--- src/include/msr_bank_pkg.sv ---
// Constants shared by the model-specific register bank and its word store
//
// Overview of operation
// - Every register is read by the model register read instruction and, except the read-only platform register, written by the write instruction, by address.
// - A per-core register exists once for each core and affects only the core that owns it.
// - A shared register exists once and its setting governs both cores together.
// - The platform flag info register shows a read-only three-bit flag in bits 52:50, other bits reserved.
// - The platform register at address 17H is readable so software can find slot data and pick its microcode update.
// - The per-core bus ratio limit reads in bits 12:8 of the same address, other bits reserved.
// - The hard power-on config register at 2AH is shared, writes set features and reads give the current setting.
// - Bit 1 of the power-on config register enables data error checking when set.
// - Bit 2 of the power-on config register enables response error checking and redundancy error observation.
`default_nettype none

package msr_bank_pkg;

   // ----------------------------------------
   // Access widths
   // ----------------------------------------
   localparam int unsigned ADDR_W         = 32;
   localparam int unsigned DATA_W         = 64;

   // ----------------------------------------
   // Register addresses
   // ----------------------------------------
   localparam logic [31:0] ADDR_MC_ADDR    = 32'h0000_0000;
   localparam logic [31:0] ADDR_MC_TYPE    = 32'h0000_0001;
   localparam logic [31:0] ADDR_MON_SIZE   = 32'h0000_0006;
   localparam logic [31:0] ADDR_TSC        = 32'h0000_0010;
   localparam logic [31:0] ADDR_PLATFORM   = 32'h0000_0017;
   localparam logic [31:0] ADDR_APIC_BASE  = 32'h0000_001B;
   localparam logic [31:0] ADDR_POWERON    = 32'h0000_002A;

   // ----------------------------------------
   // Slots of the per-core word store
   // ----------------------------------------
   localparam int unsigned SLOT_MC_ADDR    = 0;
   localparam int unsigned SLOT_MC_TYPE    = 1;
   localparam int unsigned SLOT_MON_SIZE   = 2;
   localparam int unsigned SLOT_APIC_BASE  = 3;
   localparam int unsigned SLOTS_PER_CORE  = 4;

   // ----------------------------------------
   // Field positions
   // ----------------------------------------
   localparam int unsigned PLAT_FLAG_LSB   = 50;
   localparam int unsigned PLAT_FLAG_W     = 3;
   localparam int unsigned RATIO_LSB       = 8;
   localparam int unsigned RATIO_W         = 5;
   localparam int unsigned PWR_DATA_CHK    = 1;
   localparam int unsigned PWR_RESP_CHK    = 2;

   // ----------------------------------------
   // Reset values and timing
   // ----------------------------------------
   localparam logic [63:0] POWERON_RESET   = 64'h0000_0000_0000_0000;
   localparam logic [63:0] TSC_RESET       = 64'h0000_0000_0000_0000;
   localparam logic [63:0] WORD_RESET      = 64'h0000_0000_0000_0000;
   localparam logic [63:0] TSC_STEP        = 64'h0000_0000_0000_0001;
   localparam int unsigned RD_LATENCY      = 2;

endpackage

`default_nettype wire

--- src/rtl/msr_bank.sv ---
// Model-specific register bank shared by the cores of one processor
`default_nettype none

module msr_bank #(
   parameter int unsigned NUM_CORES = 2,
   parameter int unsigned CORE_W    = 1
) (
   input  wire logic                                           clk,
   input  wire logic                                           rst_n,
   input  wire logic [CORE_W-1:0]                              req_core,
   input  wire logic                                           rd_req,
   input  wire logic                                           wr_req,
   input  wire logic [msr_bank_pkg::ADDR_W-1:0]                req_addr,
   input  wire logic [msr_bank_pkg::DATA_W-1:0]                wr_data,
   input  wire logic [msr_bank_pkg::PLAT_FLAG_W-1:0]           platform_flag_strap,
   input  wire logic [NUM_CORES*msr_bank_pkg::RATIO_W-1:0]     bus_ratio_strap,
   output logic                                                rd_valid,
   output logic      [msr_bank_pkg::DATA_W-1:0]                rd_data,
   output logic                                                access_fault,
   output logic                                                data_err_check_en,
   output logic                                                resp_err_check_en
);
   import msr_bank_pkg::*;

   // ----------------------------------------
   // Parameter check
   // ----------------------------------------
   if (NUM_CORES < 1 || NUM_CORES > (1 << CORE_W)) begin : g_bad_param
      $error("msr_bank: NUM_CORES must lie between 1 and 2**CORE_W");
   end

   localparam int unsigned WORDS = NUM_CORES * SLOTS_PER_CORE;
   localparam int unsigned IDX_W = $clog2(WORDS);

   // ----------------------------------------
   // State
   // ----------------------------------------
   typedef struct packed {
      logic [NUM_CORES-1:0][DATA_W-1:0]  tsc;
      logic [PLAT_FLAG_W-1:0]            plat_flag;
      logic [NUM_CORES-1:0][RATIO_W-1:0] ratio;
      logic                              data_chk;
      logic                              resp_chk;
      logic                              rd_p1;
      logic                              use_mem_p1;
      logic                              fault_p1;
      logic [DATA_W-1:0]                 imm_p1;
      logic                              rd_valid;
      logic [DATA_W-1:0]                 rd_data;
      logic                              fault;
   } bank_t;

   bank_t q;
   bank_t d;

   // ----------------------------------------
   // Address decode
   // ----------------------------------------
   logic                               core_ok;
   logic                               sel_mem;
   logic                               sel_tsc;
   logic                               sel_plat;
   logic                               sel_pwr;
   logic                               mapped;
   logic                               bad_req;
   int unsigned                        slot;
   logic [IDX_W-1:0]                   mem_idx;
   logic [DATA_W-1:0]                  mem_rdata;
   logic [DATA_W-1:0]                  imm;
   logic [NUM_CORES-1:0][DATA_W-1:0]   tsc_next;

   assign core_ok  = 32'(req_core) < 32'(NUM_CORES);
   assign sel_tsc  = req_addr == ADDR_TSC;
   assign sel_plat = req_addr == ADDR_PLATFORM;
   assign sel_pwr  = req_addr == ADDR_POWERON;

   always_comb begin
      slot    = SLOT_MC_ADDR;
      sel_mem = 1'b1;
      unique case (req_addr)
         ADDR_MC_ADDR:   slot = SLOT_MC_ADDR;
         ADDR_MC_TYPE:   slot = SLOT_MC_TYPE;
         ADDR_MON_SIZE:  slot = SLOT_MON_SIZE;
         ADDR_APIC_BASE: slot = SLOT_APIC_BASE;
         default:        sel_mem = 1'b0;
      endcase
   end

   assign mapped  = sel_mem | sel_tsc | sel_plat | sel_pwr;
   // Unknown core, unknown address, or a write aimed at read-only identity
   assign bad_req = (rd_req | wr_req) & (~core_ok | ~mapped | (wr_req & sel_plat));

   // Each core owns its own block of slots, so a core never reaches a sibling's copy
   assign mem_idx = IDX_W'(32'(req_core) * SLOTS_PER_CORE + slot);

   // ----------------------------------------
   // Plain read-write words
   // ----------------------------------------
   msr_word_store #(
      .WORDS (WORDS),
      .WIDTH (DATA_W)
   ) u_store (
      .clk   (clk),
      .rst_n (rst_n),
      .we    (wr_req & core_ok & sel_mem),
      .waddr (mem_idx),
      .wdata (wr_data),
      .re    (rd_req & core_ok & sel_mem),
      .raddr (mem_idx),
      .rdata (mem_rdata)
   );

   // ----------------------------------------
   // Per-core time-stamp counters
   // ----------------------------------------
   // A write loads the owner's counter only; the others keep counting
   for (genvar c = 0; c < int'(NUM_CORES); c++) begin : g_core
      assign tsc_next[c] = (wr_req && core_ok && sel_tsc && 32'(req_core) == 32'(c)) ?
                           wr_data : q.tsc[c] + TSC_STEP;
   end

   // ----------------------------------------
   // Values read straight from state
   // ----------------------------------------
   always_comb begin
      imm = '0;
      if (core_ok && sel_tsc) begin
         imm = q.tsc[req_core];
      end
      if (core_ok && sel_plat) begin
         imm[PLAT_FLAG_LSB +: PLAT_FLAG_W] = q.plat_flag;
         imm[RATIO_LSB +: RATIO_W]         = q.ratio[req_core];
      end
      if (core_ok && sel_pwr) begin
         imm[PWR_DATA_CHK] = q.data_chk;
         imm[PWR_RESP_CHK] = q.resp_chk;
      end
   end

   // ----------------------------------------
   // Next state
   // ----------------------------------------
   // Straps are caught while reset is held, so identity is stable from the first request
   always_comb begin
      d = q;
      if (!rst_n) begin
         d              = '0;
         d.plat_flag    = platform_flag_strap;
         d.ratio        = bus_ratio_strap;
         d.data_chk     = POWERON_RESET[PWR_DATA_CHK];
         d.resp_chk     = POWERON_RESET[PWR_RESP_CHK];
         for (int i = 0; i < int'(NUM_CORES); i++) begin
            d.tsc[i] = TSC_RESET;
         end
      end else begin
         d.tsc        = tsc_next;
         d.rd_p1      = rd_req;
         d.use_mem_p1 = rd_req & core_ok & sel_mem;
         d.fault_p1   = bad_req;
         d.imm_p1     = imm;
         // One shared copy, so a write from any core reaches both; other bits are dropped
         if (wr_req && core_ok && sel_pwr) begin
            d.data_chk = wr_data[PWR_DATA_CHK];
            d.resp_chk = wr_data[PWR_RESP_CHK];
         end
         d.rd_valid = q.rd_p1;
         d.rd_data  = q.rd_p1 ? (q.use_mem_p1 ? mem_rdata : q.imm_p1) : '0;
         d.fault    = q.fault_p1;
      end
   end

   always_ff @(posedge clk) begin
      q <= d;
   end

   // ----------------------------------------
   // Outputs
   // ----------------------------------------
   assign rd_valid          = q.rd_valid;
   assign rd_data           = q.rd_data;
   assign access_fault      = q.fault;
   // Both cores see the same enable; there is no per-core override
   assign data_err_check_en = q.data_chk;
   assign resp_err_check_en = q.resp_chk;
endmodule

`default_nettype wire

--- src/rtl/msr_word_store.sv ---
// Small word store holding the plain read-write registers of every core
`default_nettype none

module msr_word_store #(
   parameter int unsigned WORDS = 8,
   parameter int unsigned WIDTH = 64
) (
   input  wire logic                       clk,
   input  wire logic                       rst_n,
   input  wire logic                       we,
   input  wire logic [$clog2(WORDS)-1:0]   waddr,
   input  wire logic [WIDTH-1:0]           wdata,
   input  wire logic                       re,
   input  wire logic [$clog2(WORDS)-1:0]   raddr,
   output logic      [WIDTH-1:0]           rdata
);
   import msr_bank_pkg::*;

   // ----------------------------------------
   // Parameter check
   // ----------------------------------------
   if (WORDS < 2 || WIDTH > DATA_W) begin : g_bad_param
      $error("msr_word_store: WORDS must be at least 2 and WIDTH at most DATA_W");
   end

   // ----------------------------------------
   // State
   // ----------------------------------------
   typedef struct packed {
      logic [WORDS-1:0][WIDTH-1:0] mem;
      logic [WIDTH-1:0]            rdata;
   } store_t;

   store_t q;
   store_t d;

   // Read sees the old word when it meets a write to the same slot
   always_comb begin
      d = q;
      if (!rst_n) begin
         d = '0;
         for (int i = 0; i < int'(WORDS); i++) begin
            d.mem[i] = WORD_RESET[WIDTH-1:0];
         end
      end else begin
         if (we) begin
            d.mem[waddr] = wdata;
         end
         if (re) begin
            d.rdata = q.mem[raddr];
         end
      end
   end

   always_ff @(posedge clk) begin
      q <= d;
   end

   assign rdata = q.rdata;

endmodule

`default_nettype wire
--- config.mk ---
export PLATFORM = sky130hd
export DESIGN_NAME = msr_bank
export DESIGN_NICKNAME = d
export VERILOG_FILES = /design/src/include/msr_bank_pkg.sv /design/src/rtl/msr_bank.sv /design/src/rtl/msr_word_store.sv
export SDC_FILE = /design/constraint.sdc
export NUM_CORES = 2
export LEC_CHECK = 0
export BUFFER_PORTS_ARGS = -buffer_cell sky130_fd_sc_hd__clkbuf_2
export CORE_MARGIN = 10
export CORE_UTILIZATION = 46
export CTS_CLUSTER_DIAMETER = 150
export DETAILED_ROUTE_END_ITERATION = 10
export HOLD_SLACK_MARGIN = 0.1
export SETUP_SLACK_MARGIN = 0.02
export SLEW_MARGIN = 20
export SYNTH_ARGS = -nofsm -noshare
export SYNTH_HDL_FRONTEND = slang
export SYNTH_SLANG_ARGS = --single-unit
export TNS_END_PERCENT = 100
--- constraint.sdc ---
create_clock -name clk -period 4.65 [get_ports clk]
set_input_delay 0.6975 -clock clk [delete_from_list [all_inputs] [get_ports clk]]
set_output_delay 0.6975 -clock clk [all_outputs]
set_load 0.05 [all_outputs]
Yosys cells after proc, flatten, opt, wreduce, memory -nomap -nowiden:

Index checks and enable logic that the tools add are counted.

* flip-flop bits (word level): 852
* logic and storage cells: 74
* output and inout bits: 68
* bits of input ports: 114

* bitwise logic cells: 11
* equal/unequal tests: 6
* mux-type cells: 18
* reductions and logical operators: 9
* add/subtract/negate cells: 3
* $lt $le $gt $ge: 3

Operator list (number)
* bitwise mux 512 bit: 1
* 2-to-1 mux 64 bit: 7
* binary-select mux 64 bit (select 3 bit): 1
* demux 64 bit (select 3 bit): 1
* adder 64 x 1 -> 64 bit, second input constant: 2
* == test 32 x 5 -> 1 bit, second input constant: 3
* 2-to-1 mux 53 bit: 1
* == test 32 x 1 -> 1 bit, second input constant: 1
* == test 32 x 3 -> 1 bit, second input constant: 1
* == test 32 x 6 -> 1 bit, second input constant: 1
* logical NOT 32 bit: 1
* 2-to-1 mux 5 bit: 3
* one-hot mux 2 bit (3 select lines): 1
* logical AND 1 bit: 5
* OR 1 bit: 5
* AND 1 bit: 4
* less-than comparator 3 x 4 -> 1 bit, second input constant: 1
* AND reduction 2 bit: 2
* OR reduction 4 bit: 1
* adder 3 bit: 1
* greater-or-equal comparator 3 x 1 -> 1 bit, second input constant: 1
* 2-to-1 mux 3 bit: 1
* less-than comparator 1 x 2 -> 1 bit, second input constant: 1
* 2-to-1 mux 2 bit: 1
* other kinds (2): 3

Longest topological paths before layout:

* depth after elaboration: 9
* mapped depth: 10
* mapped depth without buffers: 7

By module:

From an unflattened synthesis, not the netlist that was laid out.

* cells, all modules: 4396
* area, all modules: 38762.2 µm²

By module, submodules not included
* msr_word_store: instances 1, sequential area each 11531.1 µm², cells an instance 3016, area each 26068.8 µm²
* msr_bank: instances 1, sequential area each 5655.4 µm², cells an instance 1380, area each 12693.4 µm²

Worst setup path before layout:

Ideal clock, no wire load.

* kind: in2reg
* start point: input req_addr[13] (netlist bit)
* end point: register u_store.q (netlist bit u_store.rdata[43])
* stages: 9
* data required time: 4.531 ns
* data arrival time: 2.572 ns
* slack: 1.960 ns
* cell sequence: nor4_4 > nand4_4 > a2111oi_2 > buf_2 > buf_6 > buf_6 > mux2i_1 > o221ai_1 > o221a_1

* cells in the longest elaborated chain, start to end: 5

Ends and longest elaborated chain
* start: declaration: line msr_bank.sv:13 `input wire logic [msr_bank_pkg::ADDR_W-1:0] req_addr,`
* == test 32 x 5 -> 1 bit (tied with other cells): line msr_bank.sv:80 `unique case (req_addr)`
* one-hot mux 2 bit (3 select lines): line msr_bank.sv:80
* adder 3 bit: line msr_bank.sv:94 `assign mem_idx = IDX_W'(32'(req_core) * SLOTS_PER_CORE + slot);`
* binary-select mux 64 bit (select 3 bit): line msr_word_store.sv:50 `d.rdata = q.mem[raddr];`
* 2-to-1 mux 64 bit (not written as such): line msr_word_store.sv:50
* end signal: assignment: line msr_word_store.sv:56 `q <= d;`
* end: declaration: line msr_word_store.sv:34 `store_t q;`

Several ways; a longest one is shown, not always the timed one. The select of a mux whose other input is x is not followed.
A chain may end at the register's enable or synchronous reset.

Final worst setup path:

* start point: input req_addr[24] (netlist bit)
* end point: register u_store.q[466] (netlist bit)

* cells in the longest elaborated chain, start to end: 8

Ends and longest elaborated chain
* == test 32 x 5 -> 1 bit (tied with other cells): line msr_bank.sv:80
* one-hot mux 2 bit (3 select lines): line msr_bank.sv:80
* adder 3 bit: line msr_bank.sv:94
* less-than comparator 3 x 4 -> 1 bit (not written as such) / greater-or-equal comparator 3 x 1 -> 1 bit (equally long branches): line msr_word_store.sv:47 `d.mem[waddr] = wdata;`
* logical AND 1 bit (not written as such): line msr_word_store.sv:47
* 2-to-1 mux 64 bit (not written as such): line msr_word_store.sv:47
* demux 64 bit (select 3 bit)
* bitwise mux 512 bit: line msr_word_store.sv:47

Several ways; a longest one is shown, not always the timed one.

==> out/metrics.cfg <==
[outcome]
outcome = finished clean

[detailed_routing]
top_layer_used = met5
first_iter_violations = 1922
drc = 0
drtPass1Iterations = 5
wl_met1_mm = 45.1
routed_wl_mm = 103
num_vias = 28400
dr_wl_met3_mm = 4.14
ant_nets = 0
via_per_inst = 5.52
wl_met2_mm = 51.2
wl_per_cell_um = 20.0

[synth]
syn_nets = 4257
synth-seq-area-share = 0.469
synth_top_area_share = 0.458
yosys_most_used_dff = dfxtp_1
synth_area_leaders = dfxtp_1 46%, mux2i_1 14%, nand2_1 8.4%
synth_largest_area_cell = dfxtp_1
synth-edff-count = 13
ys_ff_latch = 852
syn_inst = 4141
synth.distinct_cells = 59
avgSynthCellArea_um2 = 8.86
yosys_warnings = 0
syn_area_um2 = 36700
synthArstFlopShare = 0

[timing]
final.setup.tns_ns = 0
setup_viol = 0
fin_worst_skew_ns = 0.0210
slew_viol_final = 0
hold_viol = 0
maxSlewHeadroom = 0.254
min_period_over_period = 0.675
max_slew.worst_pin.slew_ns = 1.12
rsz0062_at_grt = no
hold_slack_ns = 0.211
max_freq_mhz = 319
min_period_ns = 3.14

[global_routing]
grt_antenna_before_repair = 2
grt_pass1_wl_mm = 163
gr-usage-all-layers = 0.220
grt_pass1_vias = 28100
overflow = 0
grt_max_degree = 140

[power_and_ir_drop]
p_leak_uw = 0.0125
power_density_nw_per_um2 = 374
vdd_ir_drop_max_uv = 263

[finish]
syn_to_final_growth_pct = 10.6
stdcell_area_um2 = 40600
final_common_cell = dfxtp_1
layout_common_cells = 838 x dfxtp_1, 813 x nand2_1, 517 x mux2i_1, 467 x a21oi_1, 334 x nor2_1
utilization = 0.514
nets = 4147
drive_gt1_frac = 0.107
n_fill_cell = 7345

[worst_setup_path]
cp.required_ns = 5.22
critPathMaxFanout = 64
worstSetupPathType = in2reg
r2r_slack_ns = 1.73
reg2reg_from = q[186]$_SDFF_PN0_
timing.rr.end = q[209]$_SDFF_PN0_
startpoint_type = primary input
cp-end-kind = flop
worstPathArrival_ns = 3.71
rr_worst_depth = 6

[floorplanning]
die_w_um = 302
core_area_um2 = 79000
die_y_um = 302
initial_core_util = 0.464
ios = 182
dieArea_um2 = 91400
core.rowCount = 103

[clocking]
h-tree-depth = 3
insertion_delay_ns = 0.66
cts_resized = 0
numCtsBuffers = 90
clkTransAtPathRegs_ns = 0.06
clock-sinks = 852
cts_root_buf = clkbuf_16
post_cts_buffers = 0
ctsHoldBuffers = 0
cts_tree = done
cts_buffer_depth = 3

[placement]
placed_cell_area_um2 = 37500
portBuffers = 181
dp_hpwl_mm = 63.9
place.gp.congestion = 0.831

[hold_path]
holdPathStages = 1
min_from = platform_flag_strap[0]
hold_path_class = in2reg
min_to = q[145]$_DFFE_PN_

[job]
cap_violations = 0

[metal layers]
layer / up-vias / global-route usage
met1: 13700 / 0.276
met2: 606 / 0.389
met5: - / 0
met4: 2 / 0.0610
met3: 150 / 0.0307
li1: 14000 / -
[cell usage after synthesis, drive strengths merged, types with 11 or more instances]
library cell and instances:
dfxtp 839, nand2 819, mux2i 517, a21oi 467, nor2 334, clkbuf 237
buf 206, xnor2 95, o21ai 79, o221a 63, o221ai 63, o22ai 63
a211oi 49, nor3 42, nand3 38, nor4 38, nand4 32, inv 29
xor2 29, and4 15, edfxtp 13, and3 11
[worst max-delay path by stage]
stage / end / start / slack [ns]
5_1_grt: u_store.q[480]$_SDFFE_PN0P_ / req_addr[24] / 1.30
6_report: u_store.q[466]$_SDFFE_PN0P_ / req_addr[24] / 1.51
3_3_place_gp: u_store.q[486]$_SDFFE_PN0P_ / req_addr[18] / 0.96
3_5_place_dp: u_store.q[485]$_SDFFE_PN0P_ / req_addr[24] / 0.85
4_1_cts: u_store.q[466]$_SDFFE_PN0P_ / req_addr[24] / 1.53
2_1_floorplan: u_store.rdata[43]$_SDFFE_PN0P_ / req_addr[13] / 1.96
[stage by stage]
step           std cells  worst slack, ns  total power [µW]
2_1_floorplan       4141             1.96              7740
3_5_place_dp        4989            0.851              7920
4_1_cts             5154             1.53             15300
5_1_grt             5154             1.30             15700
3_3_place_gp        4989            0.964              7910
6_report            5155             1.51             15200
[final cells by class]
type,count,area [µm²],share of cell area
multi-input combinational,2817,17300,0.426
sequential,852,17200,0.424
clock buffer,132,2630,0.0649
timing repair buffer,241,1600,0.0394
tap,1050,1310,0.0324
clock inverter,33,438,0.0108
inverter,29,116,0.00287
antenna,1,2.50,0.0000617
[state kept, by name, summed over array words and instances, names as in the netlist]
register and cells:
rd_data 64, rd_valid 1, resp_err_check_en 1, u_store.q 512, data_err_check_en 1, access_fault 1, u_store.rdata 64, q 208
[cell families (layout without fill, tap and decap cells)]
| kind of cell | count (synthesis) | count (layout) | share of synthesized area |
|---|---|---|---|
| AOI/OAI and AO/OA | 796 | 796 | 0.133 |
| xor gates and xnor gates | 124 | 124 | 0.0296 |
| adders and majority gates | 2 | 2 | 0.000682 |
| buffers and inverters | 472 | 435 | 0.0639 |
| DFF | 852 | 852 | 0.469 |
| muxes | 518 | 518 | 0.142 |
| other | 0 | 1 | 0 |
| and+or+nand+nor | 1377 | 1377 | 0.162 |
[worst max-delay path, stage by stage]
cell and delay [ns]:
clkbuf_2 0.09, nor4_2 0.37, nand3_1 0.33, a2111oi_4 0.88, or3b_4 1.01, nand2_1 0.15
a21oi_1 0.16
[power breakdown]
part	switching, µW	internal (µW)	total, µW
registers	8.01	7330	7340
clock network	3000	4430	7430
logic	314	98.4	412
No activity file was read; power rests on OpenSTA's default activity.
